## config.mk

```make
export PLATFORM = sky130hd
export DESIGN_NAME = ddr3_pin_command_interface
export DESIGN_NICKNAME = d
export VERILOG_FILES = /design/src/design/ddr3_pin_pkg.sv /design/src/design/ddr3_pin_command_interface.sv
export VERILOG_INCLUDE_DIRS = /design/src /design/src/design
export SDC_FILE = /design/constraint.sdc
export NUM_CORES = 1
export LEC_CHECK = 0
export BUFFER_PORTS_ARGS = -buffer_cell sky130_fd_sc_hd__clkbuf_2
export CAP_MARGIN = 10
export CORE_MARGIN = 10
export CORE_UTILIZATION = 45
export CTS_CLUSTER_DIAMETER = 50
export CTS_CLUSTER_SIZE = 30
export DETAILED_ROUTE_END_ITERATION = 8
export GPL_TIMING_DRIVEN = 0
export HOLD_SLACK_MARGIN = 0.05
export PLACE_DENSITY = 0.78
export SLEW_MARGIN = 40
export SYNTH_ARGS = -nofsm -noshare
export SYNTH_HDL_FRONTEND = slang
export SYNTH_SLANG_ARGS = --single-unit
export TNS_END_PERCENT = 30
```

## constraint.sdc

```tcl
create_clock -name clk_sys -period 2.15 [get_ports clk_sys]
set_input_delay 0.215 -clock clk_sys [delete_from_list [all_inputs] [get_ports clk_sys]]
set_output_delay 0.215 -clock clk_sys [all_outputs]
set_load 0.1 [all_outputs]
```

## src/design/ddr3_pin_consts.svh

```systemverilog
`ifndef DDR3_PIN_CONSTS_SVH
`define DDR3_PIN_CONSTS_SVH

// ----------------------------------------------------------------------
// Command codes {rasN, casN, weN}
// ----------------------------------------------------------------------
`define CMD_MRS        3'h0
`define CMD_REFRESH    3'h1
`define CMD_PRECHARGE  3'h2
`define CMD_ACTIVATE   3'h3
`define CMD_WRITE      3'h4
`define CMD_READ       3'h5
`define CMD_ZQCAL      3'h6
`define CMD_NOP        3'h7

// ----------------------------------------------------------------------
// Address field positions
// ----------------------------------------------------------------------
`define ADDR_AUTOPRE   10
`define ADDR_CHOP      12
`define MR1_TDQS_BIT   11
`define ROW_BITS       13
`define COL_BITS       10

// ----------------------------------------------------------------------
// Burst and bank figures
// ----------------------------------------------------------------------
`define BANKS          8
`define BEATS_FULL     4'h8
`define BEATS_CHOP     4'h4

// ----------------------------------------------------------------------
// Reset values
// ----------------------------------------------------------------------
`define RST_MR         16'h0000

`endif

```

## src/design/ddr3_pin_pkg.sv

```systemverilog
package ddr3_pin_pkg;

   typedef enum logic [1:0]
   {
      PWR_ACTIVE   = 2'h0,
      PWR_DOWN_PRE = 2'h1,
      PWR_DOWN_ACT = 2'h3,
      PWR_SELF_REF = 2'h2
   } pwr_state_t;

   typedef enum logic [1:0]
   {
      BURST_IDLE  = 2'h0,
      BURST_WRITE = 2'h1,
      BURST_READ  = 2'h3
   } burst_state_t;

endpackage : ddr3_pin_pkg

```

## src/design/ddr3_pin_command_interface.sv

```systemverilog
// Behaviour
// - Address and control are captured on the rising edge of the pin clock.
// - CKE high runs the clock input and input buffers; low stops the buffers, and stops the clock input in self-refresh only.
// - CKE low enters precharge power-down, self-refresh or active power-down.
// - A rise of CKE leaves self-refresh without needing a clock edge.
// - Power-down keeps only the clock, ODT and CKE inputs alive.
// - Self-refresh keeps only the CKE input alive.
// - With chip select high the command lines are ignored.
// - The command comes from RAS, CAS and WE with chip select together.
// - Registered ODT with termination configured terminates all x16 data pins.
// - With termination disabled in both mode registers ODT is ignored.
// - MR1 bit 11 picks mask or termination strobe on x8 parts.
// - Write bytes whose mask sample is high are disabled; a beat with both mask samples high is discarded.
// - Bank pins pick the bank, or the mode register for a set command.
// - Address pins give row, column or op-code by command.
// - A10 high on the last read or write precharges the bank in cmdBank once the burst ends, unless a command is taken in that cycle.
// - A10 high on precharge closes all banks; low closes the selected one.
// - A12 low chops the burst; high gives a full burst.
// - RESET low resets the device at once; controller keeps it high.
// - Bursts are eight beats, or four when chopped.
`timescale 1ns/1ps
`default_nettype none
`include "ddr3_pin_consts.svh"

module ddr3_pin_command_interface
(
   // System
   input  wire logic                          clk_sys,
   input  wire logic                          rstn,
   // Pin clock and control
   input  wire logic                          memClk,
   input  wire logic                          clkEn,
   input  wire logic                          chipSelN,
   input  wire logic                          rasN,
   input  wire logic                          casN,
   input  wire logic                          weN,
   input  wire logic                          odt,
   input  wire logic [2:0]                    bankAddr,
   input  wire logic [15:0]                   addr,
   // Data strobe and mask
   input  wire logic                          dataStrobe,
   input  wire logic [1:0]                    dataMask,
   input  wire logic [15:0]                   dqIn,
   // Status
   output var  ddr3_pin_pkg::pwr_state_t      pwrState,
   output var  ddr3_pin_pkg::burst_state_t    burstState,
   output logic                               buffersOn,
   output logic                               clkInputOn,
   output logic                               termOn,
   output logic                               tdqsOn,
   output logic [7:0]                         openBanks,
   output logic [2:0]                         cmdBank,
   output logic [15:0]                        cmdAddr,
   output logic [2:0]                         cmdCode,
   output logic                               cmdValid,
   output logic                               autoPrecharge,
   output logic [3:0]                         burstBeats,
   output logic [15:0]                        wrData,
   output logic [1:0]                         wrByteEn,
   output logic                               wrValid,
   output logic [15:0]                        modeReg1,
   output logic [15:0]                        modeReg2
);
   import ddr3_pin_pkg::*;

   // ----------------------------------------------------------------------
   // Input synchronisers
   // ----------------------------------------------------------------------
   // Every pin passes two flops; a slow pin clock keeps its edges visible.
   localparam int SW = 45;
   logic [SW-1:0] syncA;
   logic [SW-1:0] syncB;
   logic          clkPrev;
   logic          strobePrev;
   logic          ceLast;

   always_ff @(posedge clk_sys or negedge rstn)
   begin
      if (!rstn)
      begin
         syncA <= '0;
         syncB <= '0;
      end
      else
      begin
         syncA <= {memClk, clkEn, chipSelN, rasN, casN, weN, odt, bankAddr,
                   addr, dataStrobe, dataMask, dqIn[15:0]};
         syncB <= syncA;
      end
   end

   wire logic        sClk    = syncB[44];
   wire logic        sCe     = syncB[43];
   wire logic        sCs     = syncB[42];
   wire logic [2:0]  sCmd    = syncB[41:39];
   wire logic        sOdt    = syncB[38];
   wire logic [2:0]  sBank   = syncB[37:35];
   wire logic [15:0] sAddr   = syncB[34:19];
   wire logic        sStrobe = syncB[18];
   wire logic [1:0]  sMask   = syncB[17:16];
   wire logic [15:0] sDq     = syncB[15:0];
   wire logic        clkRise = sClk && !clkPrev && clkInputOn;

   always_ff @(posedge clk_sys or negedge rstn)
   begin
      if (!rstn)
      begin
         clkPrev    <= 1'b0;
         strobePrev <= 1'b0;
         ceLast     <= 1'b1;
      end
      else
      begin
         clkPrev    <= sClk;
         strobePrev <= sStrobe;
         if (clkRise || pwrState == PWR_SELF_REF)
            ceLast  <= sCe;
      end
   end

   wire logic strobeEdge = (sStrobe != strobePrev) && buffersOn;

   function automatic logic [3:0] beats_for(input logic fullBurst);
      beats_for = fullBurst ? `BEATS_FULL : `BEATS_CHOP;
   endfunction : beats_for

   // ----------------------------------------------------------------------
   // Command decode
   // ----------------------------------------------------------------------
   // chip select masks the code; reset blocks every command.
   wire logic cmdTaken = clkRise && !sCs && pwrState == PWR_ACTIVE
                         && sCe;

   always_ff @(posedge clk_sys or negedge rstn)
   begin
      if (!rstn)
      begin
         cmdValid      <= 1'b0;
         cmdCode       <= `CMD_NOP;
         cmdBank       <= 3'h0;
         cmdAddr       <= 16'h0000;
         autoPrecharge <= 1'b0;
      end
      else
      begin
         cmdValid <= cmdTaken && sCmd != `CMD_NOP;
         if (cmdTaken)
         begin
            cmdCode <= sCmd;
            cmdBank <= sBank;
            if (sCmd == `CMD_ACTIVATE)
               cmdAddr <= {3'h0, sAddr[`ROW_BITS-1:0]};
            else if (sCmd == `CMD_READ || sCmd == `CMD_WRITE)
               cmdAddr <= {6'h00, sAddr[`COL_BITS-1:0]};
            else
               cmdAddr <= sAddr;
            autoPrecharge <= (sCmd == `CMD_READ || sCmd == `CMD_WRITE)
                             && sAddr[`ADDR_AUTOPRE];
         end
      end
   end

   // ----------------------------------------------------------------------
   // Mode registers
   // ----------------------------------------------------------------------
   always_ff @(posedge clk_sys or negedge rstn)
   begin
      if (!rstn)
      begin
         modeReg1 <= `RST_MR;
         modeReg2 <= `RST_MR;
      end
      else if (cmdTaken && sCmd == `CMD_MRS)
         if (sBank == 3'h1)
            modeReg1 <= sAddr;
         else if (sBank == 3'h2)
            modeReg2 <= sAddr;
   end

   // a controller keeps bit 11 low on this part, so this stays low.
   assign tdqsOn = modeReg1[`MR1_TDQS_BIT];

   // ----------------------------------------------------------------------
   // Bank state
   // ----------------------------------------------------------------------
   logic pendClose;
   always_ff @(posedge clk_sys or negedge rstn)
   begin
      if (!rstn)
         openBanks <= 8'h00;
      else if (cmdTaken)
      begin
         case (sCmd)
            `CMD_ACTIVATE:
               openBanks[sBank] <= 1'b1;
            `CMD_PRECHARGE:
               if (sAddr[`ADDR_AUTOPRE])
                  openBanks <= 8'h00;
               else
                  openBanks[sBank] <= 1'b0;
            default:
               openBanks <= openBanks;
         endcase
      end
      else if (pendClose && burstState == BURST_IDLE)
         openBanks[cmdBank] <= 1'b0;
   end

   always_ff @(posedge clk_sys or negedge rstn)
   begin
      if (!rstn)
         pendClose <= 1'b0;
      else if (cmdTaken && (sCmd == `CMD_READ || sCmd == `CMD_WRITE))
         pendClose <= sAddr[`ADDR_AUTOPRE];
      else if (burstState == BURST_IDLE)
         pendClose <= 1'b0;
   end

   // ----------------------------------------------------------------------
   // Power state
   // ----------------------------------------------------------------------
   always_ff @(posedge clk_sys or negedge rstn)
   begin
      if (!rstn)
         pwrState <= PWR_ACTIVE;
      else
      begin
         case (pwrState)
            PWR_ACTIVE:
               if (clkRise && !sCe && ceLast)
               begin
                  if (!sCs && sCmd == `CMD_REFRESH && openBanks == 8'h00)
                     pwrState <= PWR_SELF_REF;
                  else if (openBanks == 8'h00)
                     pwrState <= PWR_DOWN_PRE;
                  else
                     pwrState <= PWR_DOWN_ACT;
               end
            PWR_DOWN_PRE, PWR_DOWN_ACT:
               if (clkRise && sCe)
                  pwrState <= PWR_ACTIVE;
            PWR_SELF_REF:
               if (sCe)
                  pwrState <= PWR_ACTIVE;
            default:
               pwrState <= PWR_ACTIVE;
         endcase
      end
   end

   assign buffersOn  = pwrState == PWR_ACTIVE && sCe;
   assign clkInputOn = pwrState != PWR_SELF_REF;

   // ----------------------------------------------------------------------
   // Termination
   // ----------------------------------------------------------------------
   // RTT fields: MR1 bits 9,6,2 and MR2 bits 10:9.
   wire logic rttCfg = modeReg1[9] | modeReg1[6] | modeReg1[2]
                       | modeReg2[10] | modeReg2[9];

   always_ff @(posedge clk_sys or negedge rstn)
   begin
      if (!rstn)
         termOn <= 1'b0;
      else if (pwrState == PWR_SELF_REF || !rttCfg)
         termOn <= 1'b0;
      else if (clkRise)
         termOn <= sOdt;
   end

   // ----------------------------------------------------------------------
   // Burst and write data
   // ----------------------------------------------------------------------
   logic [3:0] beatCnt;
   always_ff @(posedge clk_sys or negedge rstn)
   begin
      if (!rstn)
      begin
         burstState <= BURST_IDLE;
         burstBeats <= 4'h0;
         beatCnt    <= 4'h0;
      end
      else
      begin
         case (burstState)
            BURST_IDLE:
               if (cmdTaken && (sCmd == `CMD_READ || sCmd == `CMD_WRITE))
               begin
                  burstState <= sCmd == `CMD_WRITE ? BURST_WRITE : BURST_READ;
                  burstBeats <= beats_for(sAddr[`ADDR_CHOP]);
                  beatCnt    <= beats_for(sAddr[`ADDR_CHOP]);
               end
            BURST_WRITE:
               if (strobeEdge)
               begin
                  beatCnt <= beatCnt - 4'h1;
                  if (beatCnt == 4'h1)
                     burstState <= BURST_IDLE;
               end
            BURST_READ:
               if (clkRise)
               begin
                  beatCnt <= beatCnt - 4'h2;
                  if (beatCnt <= 4'h2)
                     burstState <= BURST_IDLE;
               end
            default:
               burstState <= BURST_IDLE;
         endcase
      end
   end

   always_ff @(posedge clk_sys or negedge rstn)
   begin
      if (!rstn)
      begin
         wrValid  <= 1'b0;
         wrData   <= 16'h0000;
         wrByteEn <= 2'h0;
      end
      else
      begin
         wrValid <= burstState == BURST_WRITE && strobeEdge
                    && sMask != 2'h3;
         if (burstState == BURST_WRITE && strobeEdge)
         begin
            wrData   <= sDq;
            wrByteEn <= ~sMask;
         end
      end
   end
endmodule : ddr3_pin_command_interface
`default_nettype wire

```

==> Implementation_results.wiki, run 1 <==
{| class="wikitable"
! Metric !! Value
|-
| Routability Congestion || 0.867
|-
| Data required time of the worst path || 2460 ps
|-
| Vias in the first global route || 4,932
|-
| Number of antenna violations at the first check in global routing || 0
|-
| Worst-path fanout max || 5
|-
| Wire length of the first global-routing pass || 27,100 um
|-
| Capturing element of the worst setup path || modeReg2[15]
|-
| Register bit total from synthesis || 188
|-
| Clock transition at path regs || 80 ps
|-
| Clock root buffer master || sky130_fd_sc_hd__clkbuf_16
|-
| DR DRC count || 0
|-
| Starting density of the core || 45.9%
|-
| Commonest cells after routing, fill and taps aside || 182 x sky130_fd_sc_hd__dfrtp_1, 140 x sky130_fd_sc_hd__clkbuf_2, 70 x sky130_fd_sc_hd__nand2_1
|-
| YS warnings || 0
|-
| Total number of vias || 4,498
|-
| Origin of the critical flop-to-flop path || pwrState[0]
|-
| EDFF count, synth || 0
|-
| Combinational family with the most area after synthesis || multiplexers
|-
| Class of the tightest hold or removal check || input port to asynchronous set/reset pin
|-
| DRC violation total after the first TritonRoute iteration || 297
|-
| Later-pin clock latency in the skew report || 430 ps
|-
| Final #Nets || 749
|-
| Overall track demand over capacity in global routing || 17.0%
|-
| Share of the cycle needed by the critical path after routing || 110%
|-
| Core area || 0.0145 mm^2
|-
| RSZ-0062 raised after global routing || true
|-
| Setup crit start kind || flip-flop
|-
| Sequential share of the synthesized area || 70.6%
|-
| Worst setup slack before clock tree synthesis || -473 ps
|-
| Antenna viol nets, final || 0
|-
| Violated checks || negative setup slack
|-
| Routed wire length || 16,400 um
|-
| Max-slew headroom at the worst pin || 62.1%
|-
| Top-Level Pins || 142
|-
| Max-Cap Viols || 0
|-
| Number of optimization iterations in the first detailed-route pass || 4
|-
| Leakage dissipation || 4.54 nW
|-
| Buffers added on ports || 139
|-
| Post-route worst setup slack || -218 ps
|-
| Fraction of the mapped netlist area in simple logic gates || 9.38%
|-
| Total inserted antenna cells || 0
|-
| Post-place instance area || 0.00768 mm^2
|-
| Worst-case clock buffer depth || 2
|-
| Final Cell Area || 0.00912 mm^2
|-
| Max Clk Rate || 0.422 GHz
|-
| Netlist area before placement || 0.00667 mm^2
|-
| Xor and xnor fraction of the mapped netlist area || 0.394%
|-
| Type of the worst setup path || flip-flop to flip-flop
|-
| Vertical die dimension || 142 um
|-
| TritonCTS clock tree || done
|-
| Post-detailed-route via-to-cell ratio || 5.03
|-
| Die area || 0.0201 mm^2
|-
| Share of synthesized flip-flops with an asynchronous set or reset || 100%
|-
| Synth Area per Inst || 14.0 um^2
|-
| # clock sinks || 188
|-
| Largest net degree at the start of global routing || 76
|-
| Compound-Gate Fraction of Synth Area || 6.42%
|-
| Endpoint kind of the worst setup timing path || flip-flop
|-
| Number of H-tree levels || 4
|-
| Post-DP HPWL || 11,100 um
|-
| Transition at the pin with the smallest max-transition slack || 571 ps
|-
| CTS buffer count || 17
|-
| Share of synthesized area spent on multiplexers || 9.85%
|-
| Share of post-route cells with drive strength above 1 || 40.1%
|-
| Data arrival time of the critical path || 2670 ps
|-
| Dominant synthesized flop cell || sky130_fd_sc_hd__dfrtp_1
|-
| P&R area growth vs syn || 36.7%
|-
| Final setup violating endpoints || 46
|-
| Most common cell after layout, fill and taps aside || sky130_fd_sc_hd__dfrtp_1
|-
| Remaining global-route overflow || 0
|-
| Drt wl/cell || 18.4 um
|-
| Time the final worst path needs with I/O delays and setup || 2370 ps
|-
| Launching instance or port of the critical path || pwrState[0]
|-
| Cell count after synthesis || 477
|-
| Final Skew || 15.7 ps
|-
| Peak supply drop || 1.09 mV
|-
| Adder and majority gate portion of the synthesized area || 0.938%
|-
| Reg-to-reg slack, setup || -220 ps
|-
| Worst reg2reg endpoint || modeReg2[15]
|-
| Number of different library cells in the post-synthesis netlist || 54
|-
| PD cells || 1300 mW/mm^2
|-
| Total number of placement rows || 44
|-
| Count of endpoints failing hold in the final timing report || 0
|-
| Horiz. Die Dim || 142 um
|-
| Count of cells along the worst register-to-register path || 8
|-
| Number of pins exceeding their max-slew limit in the final report || 0
|-
| Outcome || complete, but fails checks
|}
[layer usage]
layer | part of all wire [%] | vias to the layer above | global-route usage, %
met5 | 0 | - | 0
met4 | 0.80 | 0 | 4.79
met3 | 6.7 | 14 | 6.01
met2 | 51 | 147 | 27.7
met1 | 41 | 2257 | 20.9
li1 | - | 2080 | -
[layout make-up]
class                   instances  area, um^2
inverters                       8        30.0
fillers                      1113        5420
clock buffers                  17         425
multi-input cells             257        1950
clock inverters                15         188
flip-flops and latches        188        4720
well taps                     184         230
plain buffers                  25         188
repair buffers                200        1390
[cells by family (layout without fill, tap and decap cells)]
| family | count (synthesis) | after routing |
|---|---|---|
| DFF | 188 | 188 |
| and+or+nand+nor | 128 | 129 |
| AOI/OAI and AO/OA | 66 | 66 |
| muxes | 52 | 52 |
| buffers and inverters | 34 | 265 |
| adders and majority gates | 5 | 5 |
| xor gates and xnor gates | 3 | 3 |
| other | 1 | 2 |
[power breakdown]
group	internal, mW	total, mW	switching [mW]	leakage (nW)
clock	1.69	3.20	1.51	0.298
combinational	0.810	4.33	3.52	1.92
sequential	4.03	4.34	0.309	2.32
[critical path, stage by stage, from the launching register on]
cell and delay, ps:
sky130_fd_sc_hd__dfrtp_4 470, sky130_fd_sc_hd__or3b_4 410, sky130_fd_sc_hd__or3_1 370, sky130_fd_sc_hd__buf_6 140
sky130_fd_sc_hd__nor4_4 150, sky130_fd_sc_hd__buf_4 180, sky130_fd_sc_hd__nand2_8 70, sky130_fd_sc_hd__buf_12 160
sky130_fd_sc_hd__mux2_4 290
[synthesized netlist by cell type, types with 2 or more instances]
cell | n | area, um^2
sky130_fd_sc_hd__o21ai_0 | 16 | 80.1
sky130_fd_sc_hd__o31ai_1 | 5 | 37.5
sky130_fd_sc_hd__nor2_1 | 13 | 48.8
sky130_fd_sc_hd__a21oi_1 | 18 | 90.1
sky130_fd_sc_hd__buf_2 | 2 | 10.0
sky130_fd_sc_hd__inv_1 | 8 | 30.0
sky130_fd_sc_hd__nand3_1 | 7 | 35.0
sky130_fd_sc_hd__dfstp_2 | 4 | 105
sky130_fd_sc_hd__nand2b_1 | 4 | 25.0
sky130_fd_sc_hd__nor3_1 | 4 | 20.0
sky130_fd_sc_hd__buf_6 | 2 | 22.5
sky130_fd_sc_hd__a22o_1 | 5 | 43.8
sky130_fd_sc_hd__nand2_4 | 2 | 22.5
sky130_fd_sc_hd__mux2_2 | 29 | 327
sky130_fd_sc_hd__a31oi_1 | 7 | 43.8
sky130_fd_sc_hd__mux2i_1 | 3 | 30.0
sky130_fd_sc_hd__buf_1 | 3 | 11.3
sky130_fd_sc_hd__nand4b_1 | 3 | 26.3
sky130_fd_sc_hd__buf_4 | 3 | 22.5
sky130_fd_sc_hd__or3_1 | 3 | 18.8
sky130_fd_sc_hd__clkbuf_1 | 15 | 56.3
sky130_fd_sc_hd__and2_1 | 2 | 12.5
sky130_fd_sc_hd__a41oi_1 | 2 | 17.5
sky130_fd_sc_hd__nand4_1 | 3 | 18.8
sky130_fd_sc_hd__nor2b_1 | 5 | 31.3
sky130_fd_sc_hd__dfrtp_1 | 184 | 4600
sky130_fd_sc_hd__or4_1 | 3 | 22.5
sky130_fd_sc_hd__xor2_1 | 2 | 17.5
sky130_fd_sc_hd__or4b_2 | 2 | 20.0
sky130_fd_sc_hd__nand2_1 | 71 | 267
sky130_fd_sc_hd__ha_1 | 5 | 62.6
sky130_fd_sc_hd__mux2_4 | 20 | 300
[worst min path at each step]
stage,end,slack (ps),depth (start not counted)
final,modeReg1[3],270,2
after global routing,modeReg2[3],290,2
after CTS,modeReg1[3],270,2
after detailed placement,modeReg1[3],180,1
after global placement,syncA[22],320,1
after floorplan,autoPrecharge,-80,0
[stage by stage]
stage          utilization, %  power (mW)  hold WS (ps)  cells  setup TNS, ps
6_report                 62.7        11.9           265    894          -7170
3_5_place_dp             52.8        8.60           179    803         -23760
5_1_grt                  62.7        12.3           292    894          -9820
3_3_place_gp             52.4        8.50           324    801        -443650
2_1_floorplan               -        7.77         -80.6    478         -19040
4_1_cts                  62.6        12.0           270    894          -9230
[flip-flops by register name, indices dropped and copies added, names as in the netlist, 3 cells and up]
register   count
modeReg2      16
syncB         45
cmdAddr       16
modeReg1      16
openBanks      8
beatCnt        4
cmdBank        3
syncA         45
wrData        16
cmdCode        3
[what timing repair did]
action | 4_1_cts | 5_1_grt
resized for setup | 49 | 9
buffers inserted | 11 | 0
hold endpoints to repair | 86 | 0
hold buffers | 46 | 0
cloned | 3 | 0
endpoints found under the setup margin | 88 | 84
pin swaps | 13 | 3
Note: power is estimated with default switching activity, not from simulation.
==> run 2: changes to the inputs <==
--- a/config.mk
+++ b/config.mk
@@ -9,13 +9,13 @@
 export BUFFER_PORTS_ARGS = -buffer_cell sky130_fd_sc_hd__clkbuf_2
 export CAP_MARGIN = 10
 export CORE_MARGIN = 10
-export CORE_UTILIZATION = 45
+export CORE_UTILIZATION = 33
 export CTS_CLUSTER_DIAMETER = 50
 export CTS_CLUSTER_SIZE = 30
 export DETAILED_ROUTE_END_ITERATION = 8
 export GPL_TIMING_DRIVEN = 0
 export HOLD_SLACK_MARGIN = 0.05
-export PLACE_DENSITY = 0.78
+export PLACE_DENSITY = 0.63
 export SLEW_MARGIN = 40
 export SYNTH_ARGS = -nofsm -noshare
 export SYNTH_HDL_FRONTEND = slang
==> Implementation_results.wiki, run 2 (same netlist as run 1, synthesis figures left out) <==
{| class="wikitable"
! Metric !! Value
|-
| Outcome || complete, but fails checks
|-
| Violated checks || negative setup slack
|-
| Clock root buffer master || sky130_fd_sc_hd__clkbuf_16
|-
| Flop pwr share || 36.9% (+0.3 points)
|-
| Tot Pwr || 11.7 mW (-0.99%)
|-
| Origin of the critical flop-to-flop path || pwrState[1]
|-
| Post-DP HPWL || 11,600 um (+5.0%)
|-
| Peak supply drop || 1.13 mV (+4.2%)
|-
| Overall track demand over capacity in global routing || 13.1% (-3.9 points)
|-
| Drt wl/cell || 16.8 um (-8.6%)
|-
| FILL cells || 1,765 (+59%)
|-
| Routability Congestion || 0.833 (-4.0%)
|-
| Time the final worst path needs with I/O delays and setup || 2300 ps (-69.1 ps)
|-
| RSZ-0062 raised after global routing || true
|-
| Commonest cells after routing, fill and taps aside || 182 x sky130_fd_sc_hd__dfrtp_1, 138 x sky130_fd_sc_hd__clkbuf_2, 69 x sky130_fd_sc_hd__nand2_1
|-
| Final setup violating endpoints || 33 (-28%)
|-
| Post-place instance area || 0.00778 mm^2 (+1.3%)
|-
| Die area || 0.0263 mm^2 (+31%)
|-
| P&R area growth vs syn || 37.5%
|-
| Worst reg2reg endpoint || modeReg2[6]
|-
| TritonCTS clock tree || done
|-
| Max-Cap Viols || 0 (unchanged)
|-
| Setup crit start kind || flip-flop
|-
| Data arrival time of the critical path || 2610 ps (-60 ps)
|-
| Clock transition at path regs || 80 ps (about the same)
|-
| Number of optimization iterations in the first detailed-route pass || 4 (unchanged)
|-
| Largest regs || syncA: 45 flops, syncB: 45 flops
|-
| Number of pins exceeding their max-slew limit in the final report || 0 (unchanged)
|-
| Horiz. Die Dim || 162 um (+14%)
|-
| Remaining global-route overflow || 0 (unchanged)
|-
| Count of cells along the worst register-to-register path || 7 (-1)
|-
| Final #Nets || 747 (-0.27%)
|-
| Total number of placement rows || 51 (+16%)
|-
| Fraction of power spent switching nets || 45.4% (+0.43 points)
|-
| Routed wire length || 16,400 um (-0.38%)
|-
| Post-detailed-route via-to-cell ratio || 4.59 (-8.8%)
|-
| Wire length of the first global-routing pass || 27,400 um (+1.1%)
|-
| Later-pin clock latency in the skew report || 430 ps (about the same)
|-
| DRC violation total after the first TritonRoute iteration || 299 (+0.67%)
|-
| Vias in the first global route || 4,988 (+1.1%)
|-
| Worst-case clock buffer depth || 2 (unchanged)
|-
| Number of H-tree levels || 4 (unchanged)
|-
| Switching power summed over all nets || 5.33 mW (about the same)
|-
| Area occupied by multi-input gates || 0.00193 mm^2 (-1.2%)
|-
| Endpoint kind of the worst setup timing path || flip-flop
|-
| Cells after DPL || 884 (+10%)
|-
| Share of the cycle needed by the critical path after routing || 107% (-3.2 points)
|-
| Number of antenna violations at the first check in global routing || 1 (+1)
|-
| DR DRC count || 0 (unchanged)
|-
| Cell-internal power || 6.41 mW (-1.8%)
|-
| Vertical die dimension || 162 um (+14%)
|-
| Core area || 0.0197 mm^2 (+35%)
|-
| Count of endpoints failing hold in the final timing report || 0 (unchanged)
|-
| Class of the tightest hold or removal check || input port to asynchronous set/reset pin
|-
| Total number of vias || 4,470 (-0.62%)
|-
| Post-route non-filler standard cell count || 974 (+8.9%)
|-
| Most common cell after layout, fill and taps aside || sky130_fd_sc_hd__dfrtp_1
|-
| Transition at the pin with the smallest max-transition slack || 583 ps (+11.7 ps)
|-
| Antenna viol nets, final || 0 (unchanged)
|-
| Post-route worst setup slack || -149 ps (+69.1 ps)
|-
| Type of the worst setup path || flip-flop to flip-flop
|-
| Final Cell Area || 0.00917 mm^2 (+0.56%)
|-
| Max-slew headroom at the worst pin || 61.3% (-0.78 points)
|-
| Share of power burned in combinational logic || 36.8% (+0.3 points)
|-
| Share of post-route cells with drive strength above 1 || 39.5% (-0.59 points)
|-
| Clock group share of total power || 26.3% (-0.6 points)
|-
| PD cells || 1280 mW/mm^2 (-1.5%)
|-
| Starting density of the core || 33.9% (-12 points)
|-
| Final Skew || 10.3 ps (-5.36 ps)
|-
| Leakage dissipation || 4.52 nW (-0.28%)
|-
| Reg-to-reg slack, setup || -150 ps (+70 ps)
|-
| Buffers added on ports || 139 (unchanged)
|-
| Top-Level Pins || 142 (unchanged)
|-
| Register area || 0.00472 mm^2 (unchanged)
|-
| Largest net degree at the start of global routing || 70 (-7.9%)
|-
| # clock sinks || 188 (unchanged)
|-
| Data required time of the worst path || 2460 ps (about the same)
|-
| Worst setup slack before clock tree synthesis || -476 ps (-3.48 ps)
|-
| Worst-path fanout max || 5 (unchanged)
|-
| CTS buffer count || 17 (unchanged)
|-
| Max Clk Rate || 0.435 GHz (+3.0%)
|}
-- run 2: changes by cell type in the layout (fill, tap and decap cells not counted), moves of 3 or more --
| cell | delta |
|---|---|
| sky130_fd_sc_hd__clkbuf_8 | +3 |
| sky130_fd_sc_hd__a21oi_1 | +4 |
| sky130_fd_sc_hd__buf_4 | +3 |
| sky130_fd_sc_hd__a21oi_2 | -4 |
| sky130_fd_sc_hd__buf_6 | -3 |
| sky130_fd_sc_hd__o31ai_2 | +3 |
-- run 2: timing repair --
item | in CTS | in global routing
endpoints found under the setup margin | 88 | 88
hold buffers | 46 | 0
gates resized for setup | 44 | 14
setup buffers | 10 | 0
endpoints found under the hold margin | 99 | 0
pin swaps | 9 | 5
cloned | 3 | 0
-- run 2: area by class of cell --
type	count	share of cell area, %
buffer	24	1.95
timing repair buffer	199	15.0
tap	265	3.62
clock inverter	15	1.92
sequential	188	51.4
antenna	1	0.0273
inverter	8	0.327
clock buffer	17	4.64
multi-input combinational	257	21.0
-- run 2: layer usage --
| metal | share of wire, % | global-route usage [%] | wire (um) | vias to the layer above |
|---|---|---|---|---|
| met2 | 49 | 20.7 | 7990 | 138 |
| li1 | - | - | - | 2077 |
| met4 | 1.8 | 4.14 | 291 | 0 |
| met3 | 6.7 | 4.75 | 1100 | 25 |
| met5 | 0 | 0 | 0 | - |
| met1 | 43 | 16.2 | 6990 | 2230 |
-- run 2: stage by stage --
step	hold slack [ps]	util (%)	setup TNS [ps]
2_1_floorplan	-80.6	-	-19040
3_3_place_gp	324	39.3	-482250
3_5_place_dp	219	39.6	-25300
4_1_cts	313	46.5	-12240
5_1_grt	340	46.7	-6790
6_report	306	46.7	-4060
-- run 2: power groups by stage --
stage          Clock [mW]  Sequential [mW]  Combinational [mW]
2_1_floorplan           0             6.94               0.826
3_3_place_gp            0             4.38                4.15
3_5_place_dp            0             4.40                4.22
4_1_cts              3.20             4.33                4.36
5_1_grt              3.35             4.40                4.54
6_report             3.09             4.33                4.33
-- run 2: worst max path at each step --
stage	end	start	slack (ps)	cells past startpoint
floorplan	modeReg2[10]	pwrState[1]	-460	8
detailed placement	modeReg2[11]	pwrState[1]	-480	8
global placement	pwrState[1]	rstn	-3160	1
CTS	modeReg2[6]	pwrState[0]	-380	9
finish	modeReg2[6]	pwrState[1]	-150	7
global route	modeReg2[7]	pwrState[1]	-230	7
-- run 2: critical path, cell delays in order, from the launching register on --
cell	delay (ps)
sky130_fd_sc_hd__dfrtp_4	480
sky130_fd_sc_hd__or3b_4	410
sky130_fd_sc_hd__or3_4	430
sky130_fd_sc_hd__nor4_4	160
sky130_fd_sc_hd__buf_4	180
sky130_fd_sc_hd__nand2_8	80
sky130_fd_sc_hd__buf_12	160
sky130_fd_sc_hd__mux2_4	290
==> run 3: changes to the inputs <==
==> constraint.sdc (replaced) <==
create_clock -name clk_sys -period 2.15 [get_ports clk_sys]
set_input_delay 0.1075 -clock clk_sys [delete_from_list [all_inputs] [get_ports clk_sys]]
set_output_delay 0.1075 -clock clk_sys [all_outputs]
set_load 0.1 [all_outputs]
==> Implementation_results.wiki, run 3 (same netlist as run 1, synthesis figures left out) <==
{| class="wikitable"
! Metric !! Value
|-
| CTS buffer count || 17 (unchanged)
|-
| Reg-to-reg slack, setup || -150 ps (about the same)
|-
| Utilization after layout || 46.6% (about the same)
|-
| Post-DP HPWL || 11,600 um (unchanged)
|-
| Routed wire length || 16,400 um (+0.16%)
|-
| Max Clk Rate || 0.435 GHz (about the same)
|-
| Top-Level Pins || 142 (unchanged)
|-
| Clock root buffer master || sky130_fd_sc_hd__clkbuf_16
|-
| Count of buffering cells on the critical path with inverters included || 2 (unchanged)
|-
| Final Skew || 10.3 ps (-0.000200 ps)
|-
| Vias in the first global route || 4,988 (unchanged)
|-
| Antenna viol nets, final || 0 (unchanged)
|-
| Later-pin clock latency in the skew report || 430 ps (about the same)
|-
| Clock transition at path regs || 80 ps (about the same)
|-
| Endpoint kind of the worst setup timing path || flip-flop
|-
| Peak supply drop || 1.13 mV (about the same)
|-
| Largest regs || syncA: 45 flops, syncB: 45 flops
|-
| Type of the worst setup path || flip-flop to flip-flop
|-
| Total number of placement rows || 51 (unchanged)
|-
| Met1 wire length || 6970 um (-0.27%)
|-
| Drt wl/cell || 16.8 um (+0.16%)
|-
| Wire length of the first global-routing pass || 27,400 um (unchanged)
|-
| Launching instance or port of the critical path || pwrState[1]
|-
| Transition at the pin with the smallest max-transition slack || 583 ps (unchanged)
|-
| Max-Cap Viols || 0 (unchanged)
|-
| DR DRC count || 0 (unchanged)
|-
| Outcome || complete, but fails checks
|-
| RSZ-0062 raised after global routing || true
|-
| Cells after DPL || 884 (unchanged)
|-
| # clock sinks || 188 (unchanged)
|-
| Number of cells on the critical path || 7 (unchanged)
|-
| Leakage dissipation || 4.52 nW (about the same)
|-
| Largest net degree at the start of global routing || 70 (unchanged)
|-
| Number of pins exceeding their max-slew limit in the final report || 0 (unchanged)
|-
| DR WL met3 || 1140 um (+3.9%)
|-
| Total number of vias || 4,467 (-0.067%)
|-
| Horiz. Die Dim || 162 um (unchanged)
|-
| Final setup violating endpoints || 33 (unchanged)
|-
| Data required time of the worst path || 2460 ps (about the same)
|-
| Violated checks || negative setup slack
|-
| Overall track demand over capacity in global routing || 13.1% (unchanged)
|-
| Number of antenna violations at the first check in global routing || 1 (unchanged)
|-
| TritonCTS clock tree || done
|-
| WL met2 || 7990 um (about the same)
|-
| Ordered cell list for the critical path || or3b_4 > or3_4 > nor4_4 > buf_4 > nand2_8 > buf_12 > mux2_4
|-
| Max-slew headroom at the worst pin || 61.3% (unchanged)
|-
| Post-route non-filler standard cell count || 974 (unchanged)
|-
| Class of the tightest hold or removal check || input port to asynchronous set/reset pin
|-
| P&R area growth vs syn || 37.4% (about the same)
|-
| Post-detailed-route via-to-cell ratio || 4.59 (about the same)
|-
| Count of cells along the worst register-to-register path || 7 (unchanged)
|-
| Starting density of the core || 33.9% (unchanged)
|-
| Count of endpoints failing hold in the final timing report || 0 (unchanged)
|-
| Worst stage delay on the critical path || 480 ps (about the same)
|-
| Buffers added on ports || 139 (unchanged)
|-
| Post-route worst setup slack || -149 ps (-0.354 ps)
|-
| PD cells || 1280 mW/mm^2 (about the same)
|-
| Origin of the critical flop-to-flop path || pwrState[1]
|-
| Commonest cells after routing, fill and taps aside || 182 x sky130_fd_sc_hd__dfrtp_1, 139 x sky130_fd_sc_hd__clkbuf_2, 69 x sky130_fd_sc_hd__nand2_1
|-
| Number of H-tree levels || 4 (unchanged)
|-
| Slowest library cell on the worst path || sky130_fd_sc_hd__dfrtp_4
|-
| Setup crit start kind || flip-flop
|-
| Most common cell after layout, fill and taps aside || sky130_fd_sc_hd__dfrtp_1
|-
| Worst-path fanout max || 5 (unchanged)
|-
| Cell family with the largest share of critical-path delay || simple AND/OR/NAND/NOR gates
|-
| Routability Congestion || 0.833 (unchanged)
|-
| Core area || 0.0197 mm^2 (unchanged)
|-
| Share of post-route cells with drive strength above 1 || 39.5% (unchanged)
|-
| Vertical die dimension || 162 um (unchanged)
|-
| Uppermost layer routed || met4
|-
| DRC violation total after the first TritonRoute iteration || 301 (+0.67%)
|-
| Time the final worst path needs with I/O delays and setup || 2300 ps (+0.354 ps)
|-
| Share of the cycle needed by the critical path after routing || 107% (about the same)
|-
| Worst-case clock buffer depth || 2 (unchanged)
|-
| FILL cells || 1,764 (-0.057%)
|-
| Die area || 0.0263 mm^2 (unchanged)
|-
| Number of optimization iterations in the first detailed-route pass || 4 (unchanged)
|-
| Data arrival time of the critical path || 2610 ps (about the same)
|-
| Remaining global-route overflow || 0 (unchanged)
|-
| Final #Nets || 747 (unchanged)
|}
==> run 3: cell type report <==
type | count | area, um^2 | area share [%]
Antenna cell | 1 | 2.50 | 0.0273
Buffer | 24 | 179 | 1.95
Clock buffer | 17 | 425 | 4.64
Clock inverter | 15 | 176 | 1.93
Inverter | 8 | 30.0 | 0.328
Multi-Input combinational cell | 257 | 1930 | 21.1
Sequential cell | 188 | 4720 | 51.5
Tap cell | 265 | 332 | 3.62
Timing Repair Buffer | 199 | 1370 | 15.0
==> run 3: worst paths after layout <==
check | to
setup / recovery | modeReg2[6]
hold / removal | syncB[2]
setup reg to reg | modeReg2[6]
hold reg to reg | syncB[11]
max in group asynchronous | cmdCode[2]
min in group clk_sys | syncA[9]
==> run 3: worst reg2reg max path: stages, from the launching register on <==
cell                      delay (ps)
sky130_fd_sc_hd__dfrtp_4         480
sky130_fd_sc_hd__or3b_4          410
sky130_fd_sc_hd__or3_4           430
sky130_fd_sc_hd__nor4_4          160
sky130_fd_sc_hd__buf_4           180
sky130_fd_sc_hd__nand2_8          80
sky130_fd_sc_hd__buf_12          160
sky130_fd_sc_hd__mux2_4          300
==> run 3: stage by stage <==
step	cell area, um^2	total power [mW]	hold WS [ps]	worst slack [ps]	setup TNS, ps
4_1_cts	9140	11.9	205	-377	-12240
3_5_place_dp	7780	8.62	112	-476	-25300
3_3_place_gp	7720	8.52	216	-3050	-462040
5_1_grt	9160	12.3	232	-226	-6790
6_report	9160	11.7	198	-149	-4070
2_1_floorplan	6690	7.77	-188	-463	-19040
==> run 3: what timing repair did <==
item / CTS / global route
gates cloned: 3 / 0
pin swaps: 9 / 5
endpoints found under the setup margin: 87 / 86
buffers inserted: 10 / 0
hold buffers: 46 / 0
endpoints found under the hold margin: 99 / 0
resized for setup: 43 / 13
==> run 3: routing by layer <==
layer | track usage, % | vias to the layer above
li1 | - | 2076
met1 | 16.2 | 2222
met2 | 20.7 | 146
met3 | 4.75 | 23
met4 | 4.14 | 0
met5 | 0 | -
==> run 3: report_power, final <==
group / switching, mW / internal, mW / leakage (nW) / total (mW)
Combinational: 3.52 / 0.809 / 1.92 / 4.33
Clock: 1.52 / 1.57 / 0.286 / 3.09
Sequential: 0.299 / 4.03 / 2.32 / 4.33
